File: src/logic/mcs_pkg.sv
// Shared constants and types for the motion command sequencer.
`default_nettype none
package mcs_pkg;
	// Register word indices; the byte address is four times the index.
	localparam logic [4:0] IDX_CTRL = 5'h00;
	localparam logic [4:0] IDX_FIELD_FIRST = 5'h01;
	localparam logic [4:0] IDX_FIELD_LAST = 5'h06;
	localparam logic [4:0] IDX_STATUS = 5'h10;
	localparam int NUM_CFG = 16;
	localparam int NUM_FIELDS = 6;
	localparam int ADDR_LSB = 2;
	localparam int ADDR_MSB = 6;
	// Direct-data field slots, in the order of the data registers.
	localparam int F_OPTYPE = 0;
	localparam int F_TORQUE = 5;
	localparam logic [31:0] OPTYPE_CONTINUOUS = 32'h0000_0007;
	// Control word layout.
	localparam int CTRL_LEVEL = 0;
	localparam int CTRL_DEST = 1;
	localparam int CTRL_SEL_LO = 4;
	localparam int CTRL_SEL_HI = 7;
	localparam int CTRL_MODE_LO = 8;
	localparam int CTRL_MODE_HI = 9;
	localparam int CTRL_DIR = 10;
	localparam int CTRL_FORGET = 11;
	// Trigger selection codes.
	localparam logic signed [3:0] SEL_DISABLE = 4'sh0;
	localparam logic signed [3:0] SEL_ALL = 4'sh1;
	localparam logic signed [3:0] SEL_MIN = -4'sh6;
	localparam logic [3:0] SEL_BIAS = 4'h6;
	// Homing modes.
	localparam logic [1:0] MODE_TWO = 2'h0;
	localparam logic [1:0] MODE_THREE = 2'h1;
	localparam logic [1:0] MODE_ONEWAY = 2'h2;
	// Status word layout; bit 6 is cleared by writing one.
	localparam int ST_START_ERR = 6;
	// Motion settings word indices.
	localparam int C_ZH_SPEED = 7;
	localparam int C_ZH_START = 8;
	localparam int C_ZH_ACCEL = 9;
	localparam int C_SHARED = 10;
	localparam int C_HM_START = 11;
	localparam int C_HM_SPEED = 12;
	localparam int C_HM_LAST = 13;
	localparam int C_HM_BACK = 14;
	localparam int C_HM_AMOUNT = 15;
	localparam int SH_FILT_LO = 0;
	localparam int SH_FILT_HI = 7;
	localparam int SH_TRQ_LO = 16;
	localparam int SH_TRQ_HI = 29;
	// Reset image of the settings array, highest index first.
	localparam logic [NUM_CFG-1:0][31:0] CFG_RESET = {
		32'h0000_01f4, 32'h0000_01f4, 32'h0000_01f4, 32'h0000_03e8,
		32'h0000_01f4, 32'h03e8_0001, 32'h000f_4240, 32'h0000_01f4,
		32'h0000_1388, 32'h0000_03e8, 32'h000f_4240, 32'h000f_4240,
		32'h0000_03e8, 32'h0000_0000, 32'h0000_0002, 32'h0000_0511};
	// Command codes presented to the trajectory generator.
	typedef enum logic [2:0] {
		CMD_IDLE = 3'h0,
		CMD_STORED = 3'h1,
		CMD_DIRECT = 3'h2,
		CMD_FAST_HOME = 3'h3,
		CMD_SEEK = 3'h4
	} mcs_cmd_t;
	// Motion sequencer states, one-hot.
	typedef enum logic [7:0] {
		ST_IDLE = 8'h01,
		ST_RUN = 8'h02,
		ST_FAST_ORIGIN_REQUEST = 8'h04,
		ST_SEEK = 8'h08,
		ST_PULL = 8'h10,
		ST_ORIGIN = 8'h20,
		ST_CREEP = 8'h40,
		ST_STEPS = 8'h80
	} mcs_state_t;
endpackage : mcs_pkg
`default_nettype wire

File: src/logic/mcs_sequencer.sv
// Motion command sequencer: direct data, fast homing and sensor homing.
`default_nettype none
module mcs_sequencer (
	input wire logic clk_sys_i,
	input wire logic resetn_i,
	input wire logic hsel_i,
	input wire logic [31:0] haddr_i,
	input wire logic [1:0] htrans_i,
	input wire logic hwrite_i,
	input wire logic [2:0] hsize_i,
	input wire logic [31:0] hwdata_i,
	input wire logic hready_i,
	output logic [31:0] hrdata_o,
	output logic hreadyout_o,
	output logic hresp_o,
	input wire logic servo_on_i,
	input wire logic direct_trigger_input_i,
	input wire logic start_i,
	input wire logic stop_i,
	input wire logic fast_origin_request_i,
	input wire logic electronic_origin_preset_i,
	input wire logic home_request_i,
	input wire logic limit_pos_i,
	input wire logic limit_neg_i,
	input wire logic origin_sensor_i,
	input wire logic step_i,
	input wire logic motion_done_i,
	output logic ready_o,
	output logic move_o,
	output logic in_position_o,
	output logic command_accept_ready_o,
	output logic home_complete_o,
	output logic command_buffer_full_o,
	output logic start_error_o,
	output logic home_set_o,
	output logic exec_strobe_o,
	output logic [31:0] exec_optype_o,
	output logic [31:0] exec_position_o,
	output logic [31:0] exec_speed_o,
	output logic [31:0] exec_rate_o,
	output logic [31:0] exec_decel_o,
	output logic [31:0] exec_torque_o,
	output mcs_pkg::mcs_cmd_t drive_cmd_o,
	output logic drive_dir_o,
	output logic [31:0] drive_speed_o,
	output logic [31:0] drive_start_speed_o,
	output logic [31:0] drive_accel_o,
	output logic [7:0] filter_ms_o,
	output logic [13:0] torque_limit_o
);
	import mcs_pkg::*;

	typedef struct packed {
		logic [NUM_CFG-1:0][31:0] cfg;
		logic [NUM_FIELDS-1:0][31:0] exec;
		logic [NUM_FIELDS-1:0][31:0] buffer;
		logic buf_full;
		logic started;
		logic direct_trigger_input_prev;
		logic origin_prev;
		logic home_prev;
		logic fast_origin_request_prev;
		logic start_prev;
		mcs_state_t state;
		mcs_cmd_t cmd;
		logic dir;
		logic [31:0] speed;
		logic [31:0] vstart;
		logic [31:0] accel;
		logic [31:0] steps;
		logic in_pos;
		logic home_done;
		logic origin_ok;
		logic start_err;
		logic strobe;
		logic home_set;
		logic wr_pend;
		logic wr_ok;
		logic [4:0] wr_idx;
		logic [31:0] rdata;
	} mcs_regs_t;

	mcs_regs_t s;
	mcs_regs_t next_s;

	////////////////////////////////////////////////////////////////////////
	// Combinational decode of status and edges.
	logic ready;
	logic accept_ready;
	logic [31:0] status_word;
	logic direct_trigger_input_rise;
	logic origin_rise;
	logic origin_fall;
	logic limit_ahead;
	logic [NUM_FIELDS-1:0] changed;
	logic [NUM_FIELDS-1:0][31:0] fresh;
	logic signed [3:0] sel;
	logic sel_valid;
	logic sel_hit;
	logic fire;
	logic [2:0] sel_slot;
	logic [1:0] mode;
	logic [4:0] a_idx;
	logic a_ok;

	// Ready only at rest; the accept flag holds at rest or in a run, and needs a free buffer slot.
	assign ready = servo_on_i && (s.state == ST_IDLE);
	assign accept_ready = servo_on_i && !s.buf_full &&
		(s.state == ST_IDLE || s.state == ST_RUN);
	assign status_word = {24'h0, s.origin_ok, s.start_err, s.buf_full,
		s.home_done, accept_ready, s.in_pos, (s.state != ST_IDLE), ready};
	assign direct_trigger_input_rise = direct_trigger_input_i && !s.direct_trigger_input_prev;
	assign origin_rise = origin_sensor_i && !s.origin_prev;
	assign origin_fall = !origin_sensor_i && s.origin_prev;
	assign limit_ahead = s.dir ? limit_pos_i : limit_neg_i;
	assign sel = s.cfg[IDX_CTRL][CTRL_SEL_HI:CTRL_SEL_LO];
	assign mode = s.cfg[IDX_CTRL][CTRL_MODE_HI:CTRL_MODE_LO];
	assign a_idx = haddr_i[ADDR_MSB:ADDR_LSB];
	assign a_ok = (haddr_i[31:ADDR_MSB+1] == 25'h0) &&
		(haddr_i[1:0] == 2'h0);
	// Codes -6..-1 index field slots 0..5.
	assign sel_slot = 3'(4'(sel) + SEL_BIAS);
	assign sel_valid = (sel == SEL_ALL) ||
		(sel >= SEL_MIN && sel < SEL_DISABLE);

	// A pending field write counts as a change only if the value differs.
	// The merged copy lets a change-trigger launch the new value at once.
	genvar g;
	generate
		for (g = 0; g < NUM_FIELDS; g++) begin : g_field
			logic hit;
			assign hit = s.wr_pend && s.wr_ok &&
				(s.wr_idx == 5'(g + 1));
			assign changed[g] = hit && (hwdata_i != s.cfg[g + 1]);
			assign fresh[g] = hit ? hwdata_i : s.cfg[g + 1];
		end
	endgenerate

	// Restart on any change with code one, else only the tied field.
	assign sel_hit = (sel == SEL_ALL) ? (|changed) :
		(sel != SEL_DISABLE && changed[sel_slot]);
	assign fire = s.cfg[IDX_CTRL][CTRL_LEVEL] && sel_valid &&
		servo_on_i && (direct_trigger_input_rise || (s.started && sel_hit));

	////////////////////////////////////////////////////////////////////////
	// Next-state logic.
	always_comb begin
		next_s = s;
		next_s.strobe = 1'b0;
		next_s.home_set = 1'b0;
		next_s.direct_trigger_input_prev = direct_trigger_input_i;
		next_s.origin_prev = origin_sensor_i;
		next_s.home_prev = home_request_i;
		next_s.fast_origin_request_prev = fast_origin_request_i;
		next_s.start_prev = start_i;

		// Bus data phase: store the word captured in the address phase.
		if (s.wr_pend && s.wr_ok) begin
			if (s.wr_idx < 5'(NUM_CFG)) begin
				next_s.cfg[s.wr_idx[3:0]] = hwdata_i;
			end else if (s.wr_idx == IDX_STATUS &&
					hwdata_i[ST_START_ERR]) begin
				next_s.start_err = 1'b0;
			end
		end
		// Software forgets the home, as after a resolution change.
		if (s.wr_pend && s.wr_ok && s.wr_idx == IDX_CTRL &&
				hwdata_i[CTRL_FORGET]) begin
			next_s.origin_ok = 1'b0;
		end
		next_s.cfg[IDX_CTRL][CTRL_FORGET] = 1'b0;

		// Bus address phase; reads are sampled here, writes land next cycle.
		next_s.wr_pend = 1'b0;
		if (hsel_i && htrans_i[1] && hready_i) begin
			next_s.wr_pend = hwrite_i;
			next_s.wr_ok = a_ok;
			next_s.wr_idx = a_idx;
			if (!hwrite_i) begin
				if (!a_ok) begin
					next_s.rdata = 32'h0;
				end else if (a_idx < 5'(NUM_CFG)) begin
					next_s.rdata = s.cfg[a_idx[3:0]];
				end else if (a_idx == IDX_STATUS) begin
					next_s.rdata = status_word;
				end else begin
					next_s.rdata = 32'h0;
				end
			end
		end

		// Level mode off or code zero forgets the armed trigger.
		if (!(s.cfg[IDX_CTRL][CTRL_LEVEL] && sel_valid)) begin
			next_s.started = 1'b0;
		end else if (direct_trigger_input_rise) begin
			next_s.started = 1'b1;
		end

		// Sequencer.
		case (s.state)
			ST_IDLE: begin
				if (fire) begin
					// At rest even the buffer destination applies at once.
					next_s.exec = fresh;
					next_s.strobe = 1'b1;
					next_s.state = ST_RUN;
					next_s.cmd = CMD_DIRECT;
					next_s.in_pos = 1'b0;
					next_s.home_done = 1'b0;
				end else if (ready && fast_origin_request_i &&
						!s.fast_origin_request_prev) begin
					if (electronic_origin_preset_i) begin
						next_s.state = ST_IDLE;
					end else if (!s.origin_ok) begin
						next_s.start_err = 1'b1;
					end else begin
						next_s.state = ST_FAST_ORIGIN_REQUEST;
						next_s.cmd = CMD_FAST_HOME;
						next_s.in_pos = 1'b0;
						next_s.speed = s.cfg[C_ZH_SPEED];
						next_s.vstart = s.cfg[C_ZH_START];
						next_s.accel = s.cfg[C_ZH_ACCEL];
					end
				end else if (ready && home_request_i && !s.home_prev) begin
					next_s.state = ST_SEEK;
					next_s.cmd = CMD_SEEK;
					next_s.in_pos = 1'b0;
					next_s.home_done = 1'b0;
					next_s.dir = s.cfg[IDX_CTRL][CTRL_DIR];
					next_s.vstart = s.cfg[C_HM_START];
					next_s.accel = s.cfg[C_ZH_ACCEL];
					// Two-sensor crawls at the start speed throughout.
					next_s.speed = (mode == MODE_TWO) ?
						s.cfg[C_HM_START] : s.cfg[C_HM_SPEED];
				end else if (ready && start_i && !s.start_prev) begin
					next_s.state = ST_RUN;
					next_s.cmd = CMD_STORED;
					next_s.in_pos = 1'b0;
					next_s.home_done = 1'b0;
				end
			end
			ST_RUN: begin
				// A finishing move launches the buffered set first, so the
				// completion pulse is never lost; a trigger in that cycle is.
				if (motion_done_i && s.buf_full) begin
					next_s.exec = s.buffer;
					next_s.buf_full = 1'b0;
					next_s.strobe = 1'b1;
					next_s.cmd = CMD_DIRECT;
				end else if (fire && !s.cfg[IDX_CTRL][CTRL_DEST]) begin
					if (!s.buf_full) begin
						next_s.exec = fresh;
						next_s.strobe = 1'b1;
						next_s.cmd = CMD_DIRECT;
					end
				end else if (fire) begin
					// A move that ends in this cycle counts as stopped.
					if (motion_done_i ||
							s.exec[F_OPTYPE] == OPTYPE_CONTINUOUS) begin
						next_s.exec = fresh;
						next_s.strobe = 1'b1;
						next_s.cmd = CMD_DIRECT;
					end else begin
						next_s.buffer = fresh;
						next_s.buf_full = 1'b1;
					end
				end else if (motion_done_i) begin
					next_s.state = ST_IDLE;
					next_s.cmd = CMD_IDLE;
					next_s.in_pos = 1'b1;
				end
			end
			ST_FAST_ORIGIN_REQUEST: begin
				if (motion_done_i) begin
					next_s.state = ST_IDLE;
					next_s.cmd = CMD_IDLE;
					next_s.in_pos = 1'b1;
					next_s.home_done = 1'b1;
				end
			end
			ST_SEEK: begin
				if (mode != MODE_ONEWAY && limit_ahead) begin
					next_s.state = ST_PULL;
					next_s.dir = !s.dir;
				end else if (mode == MODE_THREE && origin_rise) begin
					next_s.home_set = 1'b1;
				end else if (mode == MODE_ONEWAY && origin_rise) begin
					next_s.state = ST_CREEP;
					next_s.speed = s.cfg[C_HM_LAST];
				end
			end
			ST_PULL: begin
				// Leaving the limit: the sensor behind us has just cleared.
				if (!(s.dir ? limit_neg_i : limit_pos_i)) begin
					if (mode == MODE_TWO) begin
						next_s.state = ST_STEPS;
						next_s.steps = s.cfg[C_HM_BACK];
					end else begin
						next_s.state = ST_ORIGIN;
					end
				end
			end
			ST_ORIGIN: begin
				if (origin_rise) begin
					next_s.home_set = 1'b1;
				end
			end
			ST_CREEP: begin
				if (origin_fall) begin
					next_s.state = ST_STEPS;
					next_s.steps = s.cfg[C_HM_AMOUNT];
				end
			end
			ST_STEPS: begin
				if (s.steps == 32'h0) begin
					next_s.home_set = 1'b1;
				end else if (step_i) begin
					next_s.steps = s.steps - 32'h1;
				end
			end
			default: begin
				next_s.state = ST_IDLE;
				next_s.cmd = CMD_IDLE;
			end
		endcase

		// Sensor homing ends where it stops; that spot becomes the home.
		if (next_s.home_set) begin
			next_s.state = ST_IDLE;
			next_s.cmd = CMD_IDLE;
			next_s.in_pos = 1'b1;
			next_s.home_done = 1'b1;
			next_s.origin_ok = 1'b1;
		end
		if (s.state == ST_FAST_ORIGIN_REQUEST && motion_done_i) begin
			next_s.origin_ok = 1'b1;
		end

		// Stop or servo off abandons any motion and any buffered set.
		if (stop_i || !servo_on_i) begin
			// A start that would begin under a held stop is refused too.
			if (s.state != ST_IDLE || next_s.state != ST_IDLE) begin
				next_s.state = ST_IDLE;
				next_s.cmd = CMD_IDLE;
				next_s.home_set = 1'b0;
				next_s.home_done = 1'b0;
				next_s.strobe = 1'b0;
			end
			next_s.buf_full = 1'b0;
		end

		// A refused request in this cycle outranks the clear above.
		if (s.state == ST_IDLE && ready && fast_origin_request_i &&
				!s.fast_origin_request_prev && !electronic_origin_preset_i &&
				!s.origin_ok && !fire) begin
			next_s.start_err = 1'b1;
		end
	end

	////////////////////////////////////////////////////////////////////////
	// State register.
	always_ff @(posedge clk_sys_i or negedge resetn_i) begin
		if (!resetn_i) begin
			s <= '0;
			s.cfg <= CFG_RESET;
			s.state <= ST_IDLE;
			s.cmd <= CMD_IDLE;
			s.direct_trigger_input_prev <= 1'b1; // Avoids a false edge if held at reset.
			s.home_prev <= 1'b1;
			s.fast_origin_request_prev <= 1'b1;
			s.start_prev <= 1'b1;
			s.origin_prev <= 1'b1;
		end else begin
			s <= next_s;
		end
	end

	////////////////////////////////////////////////////////////////////////
	// Outputs.
	assign hrdata_o = s.rdata;
	assign hreadyout_o = 1'b1; // Zero wait states; response always OKAY.
	assign hresp_o = 1'b0;
	assign ready_o = ready;
	assign move_o = (s.state != ST_IDLE);
	assign in_position_o = s.in_pos;
	assign command_accept_ready_o = accept_ready;
	assign home_complete_o = s.home_done;
	assign command_buffer_full_o = s.buf_full;
	assign start_error_o = s.start_err;
	assign home_set_o = s.home_set;
	assign exec_strobe_o = s.strobe;
	assign exec_optype_o = s.exec[F_OPTYPE];
	assign exec_position_o = s.exec[1];
	assign exec_speed_o = s.exec[2];
	assign exec_rate_o = s.exec[3];
	assign exec_decel_o = s.exec[4];
	assign exec_torque_o = s.exec[F_TORQUE];
	assign drive_cmd_o = s.cmd;
	assign drive_dir_o = s.dir;
	assign drive_speed_o = s.speed;
	assign drive_start_speed_o = s.vstart;
	assign drive_accel_o = s.accel;
	// Shared homing filter and torque limit straight from the settings.
	assign filter_ms_o = s.cfg[C_SHARED][SH_FILT_HI:SH_FILT_LO];
	assign torque_limit_o = s.cfg[C_SHARED][SH_TRQ_HI:SH_TRQ_LO];

	logic unused;
	assign unused = ^{hsize_i, haddr_i[1:0]};
endmodule : mcs_sequencer
`default_nettype wire

File: config.mk
export PLATFORM = sky130hd
export DESIGN_NAME = mcs_sequencer
export DESIGN_NICKNAME = d
export VERILOG_FILES = /design/src/logic/mcs_pkg.sv /design/src/logic/mcs_sequencer.sv
export SDC_FILE = /design/constraint.sdc
export NUM_CORES = 2
export LEC_CHECK = 0
export ABC_AREA = 0
export ABC_CLOCK_PERIOD_IN_PS = 7900
export BUFFER_PORTS_ARGS = -buffer_cell sky130_fd_sc_hd__buf_2
export CAP_MARGIN = 20
export CORE_ASPECT_RATIO = 1.1
export CORE_MARGIN = 2
export CORE_UTILIZATION = 39
export DETAILED_ROUTE_END_ITERATION = 10
export PLACE_DENSITY = 0.56
export SLEW_MARGIN = 5
export SYNTH_ARGS = -nofsm -noshare
export SYNTH_HDL_FRONTEND = slang
export SYNTH_SLANG_ARGS = --single-unit
File: constraint.sdc
create_clock -name clk_sys_i -period 7.9 [get_ports clk_sys_i]
set_input_delay 0.79 -clock clk_sys_i [delete_from_list [all_inputs] [get_ports clk_sys_i]]
set_output_delay 0.79 -clock clk_sys_i [all_outputs]
set_load 0.01 [all_outputs]
# Word-level counts from Yosys, hierarchy flattened
# Cells that the tools add are included.
totals:
  regBits: 1087
  out_inout_bits: 357
  word_cells: 346
  in_bits: 86
classes:
  eq_ne: 61
  n_addsub: 2
  muxes: 122
  n_reduce_logical: 96
  bitwise_logic: 5
  order_cmp: 8
ops:
  columns: ["operator", "n"]
  rows:
  - ["192-bit 2-to-1 mux", 5]
  - ["32-bit 2-to-1 mux", 20]
  - ["512-bit bitwise mux", 1]
  - ["193-bit 2-to-1 mux", 2]
  - ["385-bit 2-to-1 mux", 1]
  - ["192-bit case mux with 2 select lines", 1]
  - ["96-bit 2-to-1 mux", 3]
  - ["97-bit 2-to-1 mux", 2]
  - ["32-bit inequality test", 6]
  - ["32-bit binary-select mux with 4-bit select", 1]
  - ["32-bit demux with 4-bit select", 1]
  - ["11-bit 2-to-1 mux", 9]
  - ["32-bit case mux with 3 select lines", 1]
  - ["8-bit 2-to-1 mux", 11]
  - ["33-bit case mux with 2 select lines", 1]
  - ["8-bit case mux with 7 select lines", 1]
  - ["1-bit logical AND", 50]
  - ["1-bit 2-to-1 mux", 42]
  - ["39-bit 2-to-1 mux", 1]
  - ["32-bit by 3-bit == test with 1-bit output, second input constant", 1]
  - ["32-bit logical NOT", 1]
  - ["2-bit inequality test, second input constant", 16]
  - ["32-bit by 1-bit subtractor with 32-bit output, second input constant", 1]
  - ["25-bit logical NOT", 1]
  - ["55 further kinds", 115]

# Logic depth before layout (Yosys ltp)
depth:
  ltp_word: 19
  ltp_mapped: 15
  ltp_nobuf: 11

# Least setup slack after synthesis
# No wires, ideal clock.
synth_timing:
  kind: "input to register"
  from: "input hwdata_i[6]"
  to: "register s, in the netlist drive_accel_o[10]"
  required_time_ns: 7.772
  setup_time_ns: 0.128
  n_path_buf: 4
  path_stages: 13
  slack_ns: 4.347
  arrival_time_ns: 3.426
  cell_sequence: "clkbuf_1 > buf_2 > xnor2_1 > nand4_1 > nor4_1 > a21boi_1 > a2111oi_2 > o211ai_2 > or2_1 > buf_2 > a21oi_4 > buf_4 > mux2_1"
synth_via:
  elab_chain_cells: 11
  word_cells_on_any_way: 22
  classes_between: "eq/ne (6); mux (3); bitwise (1); reduce/logical (12)"
synth_lines:
  columns: ["item", "line_no", "rtl"]
  rows:
  - ["start, declared", "mcs_sequencer.sv:11", "input wire logic [31:0] hwdata_i,"]
  - ["32-bit inequality test", "mcs_sequencer.sv:134", "assign changed[g] = hit && (hwdata_i != s.cfg[g + 1]);"]
  - ["1-bit logical AND", "mcs_sequencer.sv:134", null]
  - ["1-bit binary-select mux with 3-bit select", "mcs_sequencer.sv:141", "(sel != SEL_DISABLE && changed[sel_slot]);"]
  - ["1-bit 2-to-1 mux (implied by the code)", "mcs_sequencer.sv:141", null]
  - ["1-bit logical AND", "mcs_sequencer.sv:141", null]
  - ["1-bit 2-to-1 mux *", "mcs_sequencer.sv:140", "assign sel_hit = (sel == SEL_ALL) ? (|changed) :"]
  - ["1-bit logical AND *", "mcs_sequencer.sv:143", "servo_on_i && (direct_trigger_input_rise || (s.started && sel_hit));"]
  - ["1-bit logical OR *", "mcs_sequencer.sv:143", null]
  - ["1-bit logical AND *", "mcs_sequencer.sv:143", null]
  - ["1-bit inverter (no line) *", null, null]
  - ["5-bit AND reduction (no line) *", null, null]
  - ["end signal, assigned", "mcs_sequencer.sv:374", "s <= next_s;"]
  - ["end, declared", "mcs_sequencer.sv:83", "mcs_regs_t s;"]
# Mark *: on every way between the ends. The rest lies on a longest branch, timed or not. The select of a mux whose other input is x is not followed.
# A chain may end at the register's enable or synchronous reset.

==> run metrics <==
Yosys top cell area share 0.440; RSZ-0062 raised after global routing no; critical path fanouts, max 34; Layout Skew 0.0499 ns; leakage power total 29.8 nW; Ys Warns 0; Post-DRT Antenna Nets 0; setup ws final 2.43 ns; largest net degree at the start of global routing 165; cells after synthesis 5,352; area leader, netlist dfrtp_1; Die ar. 148,000 um^2; Critical R2R Launch s[36]$_DFFE_PN0P_; max cap viols 0; clk slew on worst S/H paths 0.06 ns; crit share post-route 0.693; Slew Limit Fails 0; total iterations of the first detailed-routing run 6; Final Cell Area 62,400 um^2; top cells by area, synth dfrtp_1 (44%), mux2_2 (7.1%), mux2i_1 (6.8%); async set-reset flop share out of synthesis 1.00; # port buffers 436; width of the die 367 um; Area growth, synth to finish 10.4%; CP required 8.46 ns; Post-synth EDFFs 0; R2R depth 11; Area after DPL 58,100 um^2; Pwr Density 243 nW/um^2; count of cell types in the netlist 71; CTS tree yes; drt total wl 204 mm; Syn Nets 5,439; GP Congestion 0.959; crit path launch type flip-flop; global route total overflow 0; sequential area share after synthesis 0.483; pre-CTS setup slack 2.31 ns; Setup violations, final 0; min cycle time layout 5.47 ns; Max transition margin 0.257; postcts setup bufs 0; Critical R2R Capture exec_strobe_o$_DFF_PN0_; Worst Path Arrival 6.03 ns; vias 41,400; mapped cell area 56,600 um^2; total CTS buffers 117; Synth Flop Type dfrtp_1; setup_tns 0 ns; Tot GR Track Use 0.270; post-DP HPWL 141 mm; Clock Path Buffers 3; io pins 443; clk sink count 1,087; H-tree Lvls 3; R2R setup slack 2.43 ns; Synth top cells by count dfrtp_1 (995), nand2_1 (664), o21ai_0 (524); initial antenna violation count 30; layout cells sized above 1 0.259; Die Span Y 404 um; Yosys reg bits 1,087; clock root buffer clkbuf_16; starting density of the core 0.393; post_cts resized 0; fmax 183 MHz; count leader, synth dfrtp_1; vias per cell 5.66; vias in the first global route 40,300; DR DRC count 0; CP Launch Point s[36]$_DFFE_PN0P_; status finished clean; hold buffers post-CTS 0; Hold Vio Cnt, Final 0; Worst setup endpoint exec_strobe_o$_DFF_PN0_; Hold Path Class in2async; Core Area 144,000 um^2; WS Path Type reg2reg; Worst-Margin Slew 1.11 ns; Worst-Skew Late Latency 0.77 ns; # nets final 5,365; first-pass GRT wire length 294 mm; routed length per placed instance 27.8 um; IR Drop Worst-Case VDD 188 uV; Worst setup EP type flip-flop; Rows 146; synthesized area per cell 10.6 um^2; initial drt markers 4,758
[cells by family after synthesis]
kind of cell	Yosys count	share of synthesized area
xor gates and xnor gates	196	0.0303
AOI/OAI and AO/OA	911	0.0926
muxes	961	0.214
buffers and inverters	1168	0.103
adders and majority gates	1	0.000221
DFF	1087	0.483
and+or+nand+nor	1026	0.0768
other	2	0.000133
[worst min-delay path by stage]
stage	endpoint	slack, ns	cells after the start
after floorplan	s[192]$_DFFE_PN0P_	0.45	2
after global placement	s[317]$_DFFE_PN0P_	0.46	2
after detailed placement	hrdata_o[24]$_DFFE_PN0P_	0.47	2
after CTS	drive_speed_o[10]$_DFFE_PN0P_	0.05	1
after global routing	drive_speed_o[10]$_DFFE_PN0P_	0.09	1
final	drive_speed_o[9]$_DFFE_PN0P_	0.03	1
[stage by stage]
step,util,total power [mW],cells,hold WS [ns]
2_1_floorplan,-,8.39,5352,0.450
3_3_place_gp,0.403,9.00,7082,0.461
3_5_place_dp,0.403,9.03,7082,0.467
4_1_cts,0.434,15.3,7304,0.0482
5_1_grt,0.434,15.7,7307,0.0866
6_report,0.434,15.2,7311,0.0272
[placed cells by master (no fill, tap or decap), types with 8 or more instances in the layout]
cell / instances
dfrtp_1: 995
nand2_1: 661
o21ai_0: 523
buf_2: 432
inv_1: 431
mux2i_1: 386
mux2_2: 358
a21oi_1: 197
xnor2_1: 194
nor2_1: 167
mux4_2: 157
clkbuf_16: 119
a41oi_1: 96
buf_4: 94
dfstp_2: 92
mux2_1: 60
nand4_1: 56
nor4_1: 36
clkbuf_8: 29
clkinv_2: 27
bufinv_16: 23
a221oi_1: 18
nor3_1: 16
a22oi_1: 13
buf_12: 12
nand3_1: 11
clkbuf_1: 11
nor2b_1: 10
a31oi_1: 9
nand2b_1: 9
and3_1: 8
[state kept, by name, summed over array words and instances (netlist names), 2 cells and up]
register and cells:
s 733, hrdata_o 32, torque_limit_o 14, exec_position_o 32
mode 2, drive_cmd_o 3, exec_decel_o 32, exec_rate_o 32
drive_start_speed_o 32, drive_accel_o 32, exec_torque_o 32, exec_optype_o 32
drive_speed_o 32, exec_speed_o 32, filter_ms_o 8
[critical path: stages (launching register included)]
cell and delay [ns]:
dfrtp_1 0.41, and3b_1 0.37, nand3b_1 0.35, nor2_4 0.16
buf_4 0.53, a21boi_1 0.46, a2111oi_2 0.09, o211ai_2 0.68
o21ai_2 0.41, a211o_4 0.68, buf_4 0.32, nor2_1 0.72
[routing by layer]
layer	vias up	track usage	share of wire
li1	17800	-	-
met1	21200	0.370	0.42
met2	1869	0.406	0.44
met3	420	0.0626	0.089
met4	28	0.126	0.052
met5	-	0	0.00087
[report_power, final]
group / switching [mW] / internal, mW / total (mW)
combinational: 1.49 / 0.964 / 2.45
sequential: 0.351 / 6.09 / 6.44
clock: 2.48 / 3.78 / 6.26
[area by class of cell]
type	count	area (um^2)
multi-input cells	3097	23600
clock inverters	63	943
well taps	1924	2410
clock buffers	159	3420
inverters	433	1630
flip-flops and latches	1087	27300
fillers	13900	81500
repair buffers	542	3160
diodes	6	15.0
Power figures use the tool's default switching activity.
